## src/spifec_pkg.sv

```systemverilog
// spifec_pkg: constants shared by the serial port core and its helpers
// assumes a byte-addressed Avalon-MM slave with 32-bit data lanes
package spifec_pkg;

  // bus geometry
  localparam int unsigned ADDR_W = 10;
  localparam int unsigned DATA_W = 32;
  localparam int unsigned BYTE_W = 8;

  // register indices; the byte address is four times the index
  localparam logic [7:0] IDX_CONTROL = 8'hc3;
  localparam logic [7:0] IDX_STATUS  = 8'hc4;
  localparam logic [7:0] IDX_DATA    = 8'hc5;
  localparam logic [ADDR_W-1:0] ADDR_CONTROL = {IDX_CONTROL, 2'b00};
  localparam logic [ADDR_W-1:0] ADDR_STATUS  = {IDX_STATUS, 2'b00};
  localparam logic [ADDR_W-1:0] ADDR_DATA    = {IDX_DATA, 2'b00};

  // control register fields
  localparam int unsigned CTL_RATE_HIGH  = 7;
  localparam int unsigned CTL_ENABLE     = 6;
  localparam int unsigned CTL_IGNORE     = 5;
  localparam int unsigned CTL_CONTROLLER = 4;
  localparam int unsigned CTL_IDLE       = 3;
  localparam int unsigned CTL_PHASE      = 2;
  localparam int unsigned CTL_RATE_MID   = 1;
  localparam int unsigned CTL_RATE_LOW   = 0;
  localparam logic [7:0]  CONTROL_RESET  = 8'h14;

  // status register fields
  localparam int unsigned STA_DONE  = 7;
  localparam int unsigned STA_WRITE_COLLISION_FLAG  = 6;
  localparam int unsigned STA_SELECT_EARLY_RELEASE_FLAG = 5;
  localparam int unsigned STA_MODE_FAULT_FLAG  = 4;

  // rate divider
  localparam int unsigned DIV_CNT_W = 7;
  localparam logic [2:0]  RATE_NONE = 3'h7;

  // bit counting within one byte
  localparam logic [2:0] LAST_BIT = 3'h7;

  // synchroniser lanes
  localparam int unsigned SYNC_W    = 4;
  localparam int unsigned SYNC_SCK  = 0;
  localparam int unsigned SYNC_SS   = 1;
  localparam int unsigned SYNC_MOSI = 2;
  localparam int unsigned SYNC_MISO = 3;

  typedef enum logic {SPIFEC_IDLE, SPIFEC_SHIFT} spifec_state_t;

endpackage

```

## src/spifec_core.sv

```systemverilog
// spifec_core: serial peripheral port with control, status and data registers
// assumes Avalon-MM master on core_clk_i; serial pins are asynchronous to it
`timescale 1ns/1ps

// Behaviour
// - idle level bit sets resting sck level
// - phase bit picks sampling and shifting edges
// - phase 0: msb first edge, ss fall starts
// - phase 1: first sck edge starts transfer
// - both ends share idle level and phase
// - master with ss active: ss low faults
// - fault: error request, disable, become slave
// - ignore bit frees ss, blocks fault
// - fault cleared by status read, control write
// - data write while busy flags collision
// - collision cleared by status then data access
// - unread bytes lost, first kept, no overrun
// - slave ss early rise flags, disable clears
// - byte done sets flag, transmit request
// - fault request only when ss not ignored
// - three rate bits pick master rate
// - bit 6 enables, bit 4 picks master
// - slave phase 0: ignore bit no effect
// - rate divides clock by 2 to 128
// - eight bits each way, msb first
// - done flag cleared by status, data read
// - slave ss high floats miso unless ignore bit set in phase 1
module spifec_core
  import spifec_pkg::*;
(
  input  wire logic                     core_clk_i,
  input  wire logic                     reset_n_i,
  input  wire logic [spifec_pkg::ADDR_W-1:0] avs_address_i,
  input  wire logic                     avs_read_i,
  input  wire logic                     avs_write_i,
  input  wire logic [spifec_pkg::DATA_W-1:0] avs_writedata_i,
  input  wire logic [3:0]               avs_byteenable_i,
  output logic      [spifec_pkg::DATA_W-1:0] avs_readdata_o,
  output logic                          avs_waitrequest_o,
  input  wire logic                     sck_i,
  output logic                          sck_o,
  output logic                          sck_oe_o,
  input  wire logic                     mosi_i,
  output logic                          mosi_o,
  output logic                          mosi_oe_o,
  input  wire logic                     miso_i,
  output logic                          miso_o,
  output logic                          miso_oe_o,
  input  wire logic                     ss_n_i,
  output logic                          tx_irq_o,
  output logic                          rx_err_irq_o
);

  import spifec_pkg::*;

  // ---- pin synchronisation
  logic [SYNC_W-1:0] pins_async;
  logic [SYNC_W-1:0] pins_sync;
  logic              sck_s;
  logic              ss_n_s;
  logic              mosi_s;
  logic              miso_s;

  assign pins_async[SYNC_SCK]  = sck_i;
  assign pins_async[SYNC_SS]   = ss_n_i;
  assign pins_async[SYNC_MOSI] = mosi_i;
  assign pins_async[SYNC_MISO] = miso_i;

  // all serial inputs pass two flops before any edge logic
  spifec_sync #(
    .WIDTH (SYNC_W)
  ) u_sync (
    .core_clk_i (core_clk_i),
    .reset_n_i  (reset_n_i),
    .async_i    (pins_async),
    .sync_o     (pins_sync)
  );

  assign sck_s  = pins_sync[SYNC_SCK];
  assign ss_n_s = pins_sync[SYNC_SS];
  assign mosi_s = pins_sync[SYNC_MOSI];
  assign miso_s = pins_sync[SYNC_MISO];

  // ---- register state
  logic [7:0]          ctl_reg;
  logic [7:0]          ctl_next;
  logic                done_reg;
  logic                done_next;
  logic                write_collision_flag_reg;
  logic                write_collision_flag_next;
  logic                select_early_release_flag_reg;
  logic                select_early_release_flag_next;
  logic                mode_fault_flag_reg;
  logic                mode_fault_flag_next;
  logic                done_arm_reg;
  logic                done_arm_next;
  logic                write_collision_flag_arm_reg;
  logic                write_collision_flag_arm_next;
  logic                mode_fault_flag_arm_reg;
  logic                mode_fault_flag_arm_next;
  logic [7:0]          rx_buf_reg;
  logic [7:0]          rx_buf_next;

  // ---- bus state
  logic                ack_reg;
  logic                ack_next;
  logic [DATA_W-1:0]   rdata_reg;
  logic [DATA_W-1:0]   rdata_next;
  logic                req;
  logic                acc;
  logic                hit_ctl;
  logic                hit_sta;
  logic                hit_dat;
  logic                ctl_wr;
  logic                sta_rd;
  logic                sta_acc;
  logic                dat_rd;
  logic                dat_wr;
  logic                dat_acc;
  logic [7:0]          wbyte;

  // ---- engine state
  spifec_state_t       state_reg;
  spifec_state_t       state_next;
  logic [2:0]          cnt_reg;
  logic [2:0]          cnt_next;
  logic [7:0]          sh_reg;
  logic [7:0]          sh_next;
  logic                latch_reg;
  logic                latch_next;
  logic                half_reg;
  logic                half_next;
  logic                sck_lvl_reg;
  logic                sck_lvl_next;
  logic                out_bit_reg;
  logic                out_bit_next;
  logic                sck_prev_reg;
  logic                ss_prev_reg;

  // ---- engine events and decoded control
  logic                en;
  logic                master;
  logic                idle_lvl;
  logic                phase;
  logic                ignore;
  logic                ss_sel;
  logic                ss_fall;
  logic                tick;
  logic                busy;
  logic                mode_fault_flag_evt;
  logic                done_evt;
  logic                write_collision_flag_evt;
  logic                select_early_release_flag_evt;
  logic [7:0]          rx_byte;
  logic                in_bit;
  logic                done_clr;

  assign en       = ctl_reg[CTL_ENABLE];
  assign master   = ctl_reg[CTL_CONTROLLER];
  assign idle_lvl = ctl_reg[CTL_IDLE];
  assign phase    = ctl_reg[CTL_PHASE];
  assign ignore   = ctl_reg[CTL_IGNORE];

  // ---- bus decode: one wait state, then the access takes effect
  assign req     = avs_read_i | avs_write_i;
  assign acc     = req & ack_reg;
  assign hit_ctl = (avs_address_i == ADDR_CONTROL);
  assign hit_sta = (avs_address_i == ADDR_STATUS);
  assign hit_dat = (avs_address_i == ADDR_DATA);
  assign wbyte   = avs_writedata_i[BYTE_W-1:0];
  assign ctl_wr  = acc & avs_write_i & hit_ctl & avs_byteenable_i[0];
  assign sta_rd  = acc & avs_read_i & hit_sta;
  assign sta_acc = acc & hit_sta;
  assign dat_rd  = acc & avs_read_i & hit_dat;
  assign dat_wr  = acc & avs_write_i & hit_dat & avs_byteenable_i[0];
  assign dat_acc = dat_rd | dat_wr;

  // read data is captured in the wait cycle, so it stands at the release edge
  always_comb begin
    ack_next   = req & ~ack_reg;
    rdata_next = rdata_reg;
    if (req && !ack_reg) begin
      if (hit_ctl) begin
        rdata_next = {24'h000000, ctl_reg};
      end else if (hit_sta) begin
        rdata_next = {24'h000000, done_reg, write_collision_flag_reg, select_early_release_flag_reg, mode_fault_flag_reg, 4'h0};
      end else if (hit_dat) begin
        rdata_next = {24'h000000, rx_buf_reg};
      end else begin
        rdata_next = '0;
      end
    end
  end

  // bus registers
  always_ff @(posedge core_clk_i or negedge reset_n_i) begin
    if (!reset_n_i) begin
      ack_reg   <= 1'b0;
      rdata_reg <= '0;
    end else begin
      ack_reg   <= ack_next;
      rdata_reg <= rdata_next;
    end
  end

  assign avs_waitrequest_o = req & ~ack_reg;
  assign avs_readdata_o    = rdata_reg;

  // ---- serial edge detection on synchronised levels
  assign ss_sel  = ~ss_n_s | (ignore & phase);
  assign ss_fall = ss_prev_reg & ~ss_n_s;
  assign busy    = master ? (state_reg == SPIFEC_SHIFT) : ((cnt_reg != 3'h0) | half_reg);
  assign mode_fault_flag_evt = en & master & ~ignore & ss_fall;
  assign in_bit  = master ? miso_s : mosi_s;

  // master clock divider, running only while a master byte shifts
  spifec_rate_div u_div (
    .core_clk_i (core_clk_i),
    .reset_n_i  (reset_n_i),
    .run_i      (en & master & (state_reg == SPIFEC_SHIFT)),
    .rate_i     ({ctl_reg[CTL_RATE_HIGH], ctl_reg[CTL_RATE_MID], ctl_reg[CTL_RATE_LOW]}),
    .tick_o     (tick)
  );

  // ---- shift engine next state
  always_comb begin
    state_next   = state_reg;
    cnt_next     = cnt_reg;
    sh_next      = sh_reg;
    latch_next   = latch_reg;
    half_next    = half_reg;
    sck_lvl_next = sck_lvl_reg;
    out_bit_next = out_bit_reg;
    done_evt     = 1'b0;
    write_collision_flag_evt     = 1'b0;
    select_early_release_flag_evt    = 1'b0;
    rx_byte      = {sh_reg[6:0], phase ? in_bit : latch_reg};
    if (!en || mode_fault_flag_evt) begin
      // disable or fault parks the engine
      state_next   = SPIFEC_IDLE;
      cnt_next     = 3'h0;
      half_next    = 1'b0;
      sck_lvl_next = idle_lvl;
    end else if (master) begin
      if (state_reg == SPIFEC_IDLE) begin
        sck_lvl_next = idle_lvl;
        if (dat_wr) begin
          sh_next      = wbyte;
          out_bit_next = wbyte[BYTE_W-1];
          state_next   = SPIFEC_SHIFT;
          cnt_next     = 3'h0;
        end
      end else begin
        write_collision_flag_evt = dat_wr;
        if (tick) begin
          sck_lvl_next = ~sck_lvl_reg;
          if (sck_lvl_reg == idle_lvl) begin
            // leading edge: phase 0 samples, phase 1 drives
            if (!phase) begin
              latch_next = in_bit;
            end else begin
              out_bit_next = sh_reg[7];
            end
          end else begin
            // trailing edge: phase 0 shifts out, phase 1 samples
            sh_next = rx_byte;
            if (!phase) begin
              out_bit_next = sh_reg[6];
            end
            cnt_next = cnt_reg + 3'h1;
            if (cnt_reg == LAST_BIT) begin
              done_evt   = 1'b1;
              state_next = SPIFEC_IDLE;
            end
          end
        end
      end
    end else begin
      sck_lvl_next = idle_lvl;
      if (dat_wr) begin
        if (busy) begin
          write_collision_flag_evt = 1'b1;
        end else begin
          sh_next      = wbyte;
          out_bit_next = wbyte[BYTE_W-1];
        end
      end
      if (!ss_sel) begin
        // deselected slave drops any partial byte
        select_early_release_flag_evt = busy;
        cnt_next  = 3'h0;
        half_next = 1'b0;
      end else begin
        if (ss_fall && !phase) begin
          out_bit_next = sh_reg[7];
        end
        if (sck_s != sck_prev_reg) begin
          if (sck_s != idle_lvl) begin
            half_next = 1'b1;
            if (!phase) begin
              latch_next = in_bit;
            end else begin
              out_bit_next = sh_reg[7];
            end
          end else if (half_reg) begin
            half_next = 1'b0;
            sh_next   = rx_byte;
            if (!phase) begin
              out_bit_next = sh_reg[6];
            end
            cnt_next = cnt_reg + 3'h1;
            done_evt = (cnt_reg == LAST_BIT);
          end
        end
      end
    end
  end

  // shift engine registers
  always_ff @(posedge core_clk_i or negedge reset_n_i) begin
    if (!reset_n_i) begin
      state_reg    <= SPIFEC_IDLE;
      cnt_reg      <= 3'h0;
      sh_reg       <= 8'h00;
      latch_reg    <= 1'b0;
      half_reg     <= 1'b0;
      sck_lvl_reg  <= 1'b0;
      out_bit_reg  <= 1'b0;
      sck_prev_reg <= 1'b0;
      ss_prev_reg  <= 1'b1;
    end else begin
      state_reg    <= state_next;
      cnt_reg      <= cnt_next;
      sh_reg       <= sh_next;
      latch_reg    <= latch_next;
      half_reg     <= half_next;
      sck_lvl_reg  <= sck_lvl_next;
      out_bit_reg  <= out_bit_next;
      sck_prev_reg <= sck_s;
      ss_prev_reg  <= ss_n_s;
    end
  end

  // ---- control register and flags; a hardware set wins over any clear
  assign done_clr = dat_rd & done_arm_reg;

  always_comb begin
    ctl_next      = ctl_reg;
    mode_fault_flag_arm_next = mode_fault_flag_arm_reg;
    done_arm_next = done_arm_reg;
    write_collision_flag_arm_next = write_collision_flag_arm_reg;
    rx_buf_next   = rx_buf_reg;
    mode_fault_flag_next     = mode_fault_flag_reg;
    select_early_release_flag_next    = select_early_release_flag_reg;
    // control write; enable stays low while a fault is pending
    if (ctl_wr) begin
      ctl_next = wbyte;
      if (mode_fault_flag_reg && !mode_fault_flag_arm_reg) begin
        ctl_next[CTL_ENABLE] = 1'b0;
      end
      if (mode_fault_flag_arm_reg) begin
        mode_fault_flag_next = 1'b0;
      end
      mode_fault_flag_arm_next = 1'b0;
      if (!wbyte[CTL_ENABLE]) begin
        select_early_release_flag_next = 1'b0;
      end
    end
    if (sta_rd && mode_fault_flag_reg) begin
      mode_fault_flag_arm_next = 1'b1;
    end
    // fault forces the port off and back to slave role
    if (mode_fault_flag_evt) begin
      mode_fault_flag_next                = 1'b1;
      ctl_next[CTL_ENABLE]     = 1'b0;
      ctl_next[CTL_CONTROLLER] = 1'b0;
    end
    if (select_early_release_flag_evt) begin
      select_early_release_flag_next = 1'b1;
    end
    // transfer done flag and its read sequence
    if (done_clr) begin
      done_arm_next = 1'b0;
    end else if (sta_rd && done_reg) begin
      done_arm_next = 1'b1;
    end
    done_next = done_evt | (done_reg & ~done_clr);
    // only the first byte after a clear lands in the buffer
    if (done_evt && (!done_reg || done_clr)) begin
      rx_buf_next = rx_byte;
    end
    // collision flag: any status access arms, a data access after it clears
    if (dat_acc && write_collision_flag_arm_reg) begin
      write_collision_flag_arm_next = 1'b0;
    end else if (sta_acc) begin
      write_collision_flag_arm_next = 1'b1;
    end
    write_collision_flag_next = write_collision_flag_evt | (write_collision_flag_reg & ~(dat_acc & write_collision_flag_arm_reg));
  end

  // control and flag registers
  always_ff @(posedge core_clk_i or negedge reset_n_i) begin
    if (!reset_n_i) begin
      ctl_reg      <= CONTROL_RESET;
      done_reg     <= 1'b0;
      write_collision_flag_reg     <= 1'b0;
      select_early_release_flag_reg    <= 1'b0;
      mode_fault_flag_reg     <= 1'b0;
      done_arm_reg <= 1'b0;
      write_collision_flag_arm_reg <= 1'b0;
      mode_fault_flag_arm_reg <= 1'b0;
      rx_buf_reg   <= 8'h00;
    end else begin
      ctl_reg      <= ctl_next;
      done_reg     <= done_next;
      write_collision_flag_reg     <= write_collision_flag_next;
      select_early_release_flag_reg    <= select_early_release_flag_next;
      mode_fault_flag_reg     <= mode_fault_flag_next;
      done_arm_reg <= done_arm_next;
      write_collision_flag_arm_reg <= write_collision_flag_arm_next;
      mode_fault_flag_arm_reg <= mode_fault_flag_arm_next;
      rx_buf_reg   <= rx_buf_next;
    end
  end

  // ---- pin drive
  assign sck_o     = sck_lvl_reg;
  assign sck_oe_o  = en & master;
  assign mosi_o    = out_bit_reg;
  assign mosi_oe_o = en & master;
  assign miso_o    = out_bit_reg;
  assign miso_oe_o = en & ~master & ss_sel;

  // ---- request outputs
  assign tx_irq_o     = done_reg;
  assign rx_err_irq_o = mode_fault_flag_reg & ~ignore;

endmodule // spifec_core

```

## src/spifec_sync.sv

```systemverilog
// spifec_sync: two-flop synchroniser for a group of unrelated pin levels
// assumes each lane is a slow level; no lane is sampled as a bus
`timescale 1ns/1ps
module spifec_sync #(
  parameter int unsigned WIDTH = 4
) (
  input  wire logic             core_clk_i,
  input  wire logic             reset_n_i,
  input  wire logic [WIDTH-1:0] async_i,
  output logic      [WIDTH-1:0] sync_o
);

  logic [WIDTH-1:0] meta_reg;
  logic [WIDTH-1:0] stable_reg;

  // first stage feeds only the second stage
  always_ff @(posedge core_clk_i or negedge reset_n_i) begin
    if (!reset_n_i) begin
      meta_reg   <= '0;
      stable_reg <= '0;
    end else begin
      meta_reg   <= async_i;
      stable_reg <= meta_reg;
    end
  end

  assign sync_o = stable_reg;

endmodule // spifec_sync

```

## src/spifec_rate_div.sv

```systemverilog
// spifec_rate_div: half-period tick generator for the master serial clock
// assumes run is held for the whole transfer; code 111 gives no tick
`timescale 1ns/1ps
module spifec_rate_div
  import spifec_pkg::*;
(
  input  wire logic       core_clk_i,
  input  wire logic       reset_n_i,
  input  wire logic       run_i,
  input  wire logic [2:0] rate_i,
  output logic            tick_o
);

  logic [DIV_CNT_W-1:0] cnt_reg;
  logic [DIV_CNT_W-1:0] cnt_next;
  logic [DIV_CNT_W-1:0] limit;
  logic                 tick;

  // half period is 2**code cycles, so the full period is 2**(code+1)
  always_comb begin
    limit    = DIV_CNT_W'(DIV_CNT_W'(1) << rate_i) - DIV_CNT_W'(1);
    tick     = run_i && (rate_i != RATE_NONE) && (cnt_reg == limit);
    cnt_next = cnt_reg + DIV_CNT_W'(1);
    if (!run_i || tick || (rate_i == RATE_NONE)) begin
      cnt_next = '0;
    end
  end

  // counter register
  always_ff @(posedge core_clk_i or negedge reset_n_i) begin
    if (!reset_n_i) begin
      cnt_reg <= '0;
    end else begin
      cnt_reg <= cnt_next;
    end
  end

  assign tick_o = tick;

endmodule // spifec_rate_div

```

## config.mk

```make
export PLATFORM = sky130hd
export DESIGN_NAME = spifec_core
export DESIGN_NICKNAME = d
export VERILOG_FILES = /design/src/spifec_pkg.sv /design/src/spifec_core.sv /design/src/spifec_sync.sv /design/src/spifec_rate_div.sv
export SDC_FILE = /design/constraint.sdc
export NUM_CORES = 1
export LEC_CHECK = 0
export ABC_AREA = 1
export BUFFER_PORTS_ARGS = -buffer_cell sky130_fd_sc_hd__buf_2
export CAP_MARGIN = 20
export CORE_MARGIN = 2
export CORE_UTILIZATION = 49
export CTS_CLUSTER_SIZE = 10
export DETAILED_ROUTE_END_ITERATION = 12
export PLACE_DENSITY = 0.77
export SLEW_MARGIN = 10
export SYNTH_ARGS = -nofsm -noshare
export SYNTH_HDL_FRONTEND = slang
export SYNTH_HIERARCHICAL = 1
export SYNTH_SLANG_ARGS = --single-unit
```

## constraint.sdc

```tcl
create_clock -name core_clk_i -period 2.4 [get_ports core_clk_i]
set_clock_uncertainty 0.2 [all_clocks]
set_input_delay 0.12 -clock core_clk_i [delete_from_list [all_inputs] [get_ports core_clk_i]]
set_output_delay 0.12 -clock core_clk_i [all_outputs]
set_load 0.01 [all_outputs]
```

==> results.sh <==
export IMPL_outcome="complete, but fails checks"
export IMPL_violations="setup timing"
export IMPL_timing_final_crit_share=1.11
export IMPL_switching_share=0.266
export IMPL_htreeDepth=3
export IMPL_placementRows=33
export IMPL_synth_compound_area_frac=0.168
export IMPL_start_kind="flop"
export IMPL_seq_power_share=0.479
export IMPL_min_period_ps=2660
export IMPL_yosysWarningCount=6
export IMPL_dr_total_vias=3705
export IMPL_grt_max_degree=38
export IMPL_fin_ws_ps=-260
export IMPL_power_frac_comb=0.114
export IMPL_hold_viol_final=0
export IMPL_drtIter0Drc=239
export IMPL_totalWireLength_um=10200
export IMPL_synth_seq_cells=65
export IMPL_crit_type="reg2reg"
export IMPL_crit_chain="nor2_4, nand2_2, ha_4, xnor2_1, nor2_1, nand3_2, nor2_2, nand2_2, nor2_4, nand4_1, o21ai_4, nand2_4, nand2_2, o21ai_2"
export IMPL_grt_pass1_wl_um=16800
export IMPL_fmax_mhz=376
export IMPL_synth_area_mm2=0.00403
export IMPL_track_usage=0.245
export IMPL_irDropWorstVdd_uv=269
export IMPL_pwr_share_clk=0.407
export IMPL_ys_flop_type="dfrtp_1"
export IMPL_synth_fa_ha_area_frac=0.0155
export IMPL_relSlewSlack=0.501
export IMPL_p_leak_nw=2.59
export IMPL_fp_dieW_um=94.7
export IMPL_worst_ep_arrival_time_ps=2680
export IMPL_drc=0
export IMPL_cts_tree="yes"
export IMPL_clk_path_buf_depth=2
export IMPL_critPathMaxStageDelay_ps=410
export IMPL_grt_pass1_vias=3512
export IMPL_cts_sinks=65
export IMPL_p_int_w=0.00178
export IMPL_nets=670
export IMPL_muxShareOfSynthArea=0
export IMPL_setup_violations=19
export IMPL_yosysSeqAreaShare=0.404
export IMPL_wl_per_cell_um=14.2
export IMPL_finalNonFillerCells=721
export IMPL_async_flop_share=1.00
export IMPL_gp_congestion=0.888
export IMPL_cts_inserted_buffers=9
export IMPL_synth_edff_count=0
export IMPL_ios=95
export IMPL_cp_common_cell="nand2_2"
export IMPL_ant_nets=0
export IMPL_finalSetupTns_ps=-3720
export IMPL_synth_top_area_share=0.385
export IMPL_synth_xor_area_frac=0.0195
export IMPL_io_buffers=43
export IMPL_clk_latency_ps=360
export IMPL_synth_largest_area_cell="dfrtp_1"
export IMPL_worstPathMaxFanout=8
export IMPL_placed_cells=678
export IMPL_critPathCaptureType="flop"
export IMPL_avgSynthCellArea_um2=7.68
export IMPL_n_antenna_cell=0
export IMPL_synthDistinctLibCells=45
export IMPL_p_sw_w=0.000642
export IMPL_synthTopCellsByArea="dfrtp_1, nand2_1, inv_1, buf_4, o21ai_0"
export IMPL_core_mm2=0.00809
export IMPL_rsz0062_at_grt="true"
export IMPL_start_util=0.498
export IMPL_syn2layout_area_growth_pct=23.3
export IMPL_min_path_type="in2reg"
export IMPL_tightest_slew_ps=740
export IMPL_clkTransAtPathRegs_ps=70
export IMPL_antenna_found_initial=0
export IMPL_synthCells=525
export IMPL_grt_overflow=0
export IMPL_powerDensity_mw_per_mm2=486
export IMPL_design_die_area_mm2=0.00897
export IMPL_die_y_um=94.7
export IMPL_final_max_slew_viol_count=0
export IMPL_power_w=0.00242
export IMPL_root_buffer="clkbuf_8"
export IMPL_slowest_stage="dfrtp_1"
export IMPL_drv_cap=0
export IMPL_drive_above_1_share=0.261
export IMPL_drtPass1Iterations=5
export IMPL_cp_required_ps=2420
export IMPL_synth_top_family_by_area="simple AND/OR/NAND/NOR gates"
export IMPL_hpwl_um=7200
export IMPL_post_drt_via_cell_ratio=5.14
export IMPL_synth_simple_gate_area_share=0.251
layer usage:
layer	global-route usage	up-vias	share of wire
met5	0	-	0
met4	0.117	0	0.031
met3	0.0479	25	0.053
met2	0.411	116	0.49
met1	0.302	1760	0.43
li1	-	1804	-
cell type report:
| type | count | area, um^2 |
|---|---|---|
| sequential | 65 | 1630 |
| multi-input combinational | 370 | 2100 |
| timing repair buffer | 85 | 596 |
| fill | 700 | 3120 |
| inverter | 80 | 305 |
| tap | 105 | 131 |
| clock inverter | 4 | 51.3 |
| clock buffer | 12 | 155 |
power by group through the flow:
stage / registers, W / clock network [W] / logic (W)
after CTS: 0.00116 / 0.000994 / 0.000273
after global placement: 0.00118 / 0 / 0.000240
final: 0.00116 / 0.000984 / 0.000276
after global routing: 0.00116 / 0.00105 / 0.000310
after floorplan: 0.00119 / 0 / 0.000153
after detailed placement: 0.00118 / 0 / 0.000245
critical path, delay by kind of cell, from the launching register on:
| kind | cells | cell delay, ps |
|---|---|---|
| AND/OR/NAND/NOR | 10 | 1200 |
| XOR/XNOR | 1 | 120 |
| adder cells (fa/ha/maj) | 1 | 240 |
| flip-flops | 1 | 410 |
| AO/OA/AOI/OAI | 2 | 350 |
placed cells by master, fill, tap and decap left out, drive strengths merged, types with 7 or more instances in the layout:
master       instances
clkbuf              12
a21oi               16
nor3                 9
nand2              130
inv                 80
dlygate4sd3         18
conb                24
nand3               18
o22ai                7
o21ai               59
buf                 67
dfrtp               62
o21bai               7
a21boi               8
nor2                60
through the flow:
step                      area, um^2  hold slack, ps   util  worst slack (ps)
after floorplan                 4170            -376      -             -90.9
after global placement          4390           0.229  0.543              -281
after detailed placement        4390           -12.2  0.543              -398
after CTS                       4920            1.07  0.608              -178
after global routing            4970            54.0  0.614              -384
final                           4970            21.0  0.614              -260
cell usage after synthesis, types with 7 or more instances:
cell and instances:
a21oi_1 14, nor2_1 53, o21ai_2 12, buf_4 28
nand3_1 14, nand2_1 119, nor3_1 7, o22ai_1 7
o21ai_0 41, o21bai_1 7, dfrtp_1 62, inv_1 75
nand2_2 7
worst paths after layout:
path | startpoint | end | slack, ps | cells past startpoint
max | ctl_reg[1] | rx_buf_reg[0] | -260 | 14
min | avs_write_i | ack_reg | 20 | 4
max reg2reg | ctl_reg[1] | rx_buf_reg[0] | -260 | 14
min reg2reg | u_sync/meta_reg[3] | u_sync/sync_o[3] | 150 | 0
max in group asynchronous | reset_n_i | ctl_reg[2] | 1170 | 3
min in group asynchronous | reset_n_i | done_arm_reg | 120 | 2
timing repair:
action | 4_1_cts | 5_1_grt
setup buffers | 4 | 3
endpoints found under the setup margin | 21 | 25
gates resized for setup | 24 | 13
pin swaps | 10 | 8
hold buffers | 19 | 0
gates cloned | 2 | 0
hold endpoints to repair | 43 | 0
cell families (layout without fill, tap and decap cells):
family,Yosys count,count (layout)
compound gates,108,108
xor+xnor,9,9
fa+ha+maj,5,5
buf+inv,115,181
flops,65,65
other cells,1,24
simple gates,222,224
No activity file was read; power rests on OpenSTA's default activity.
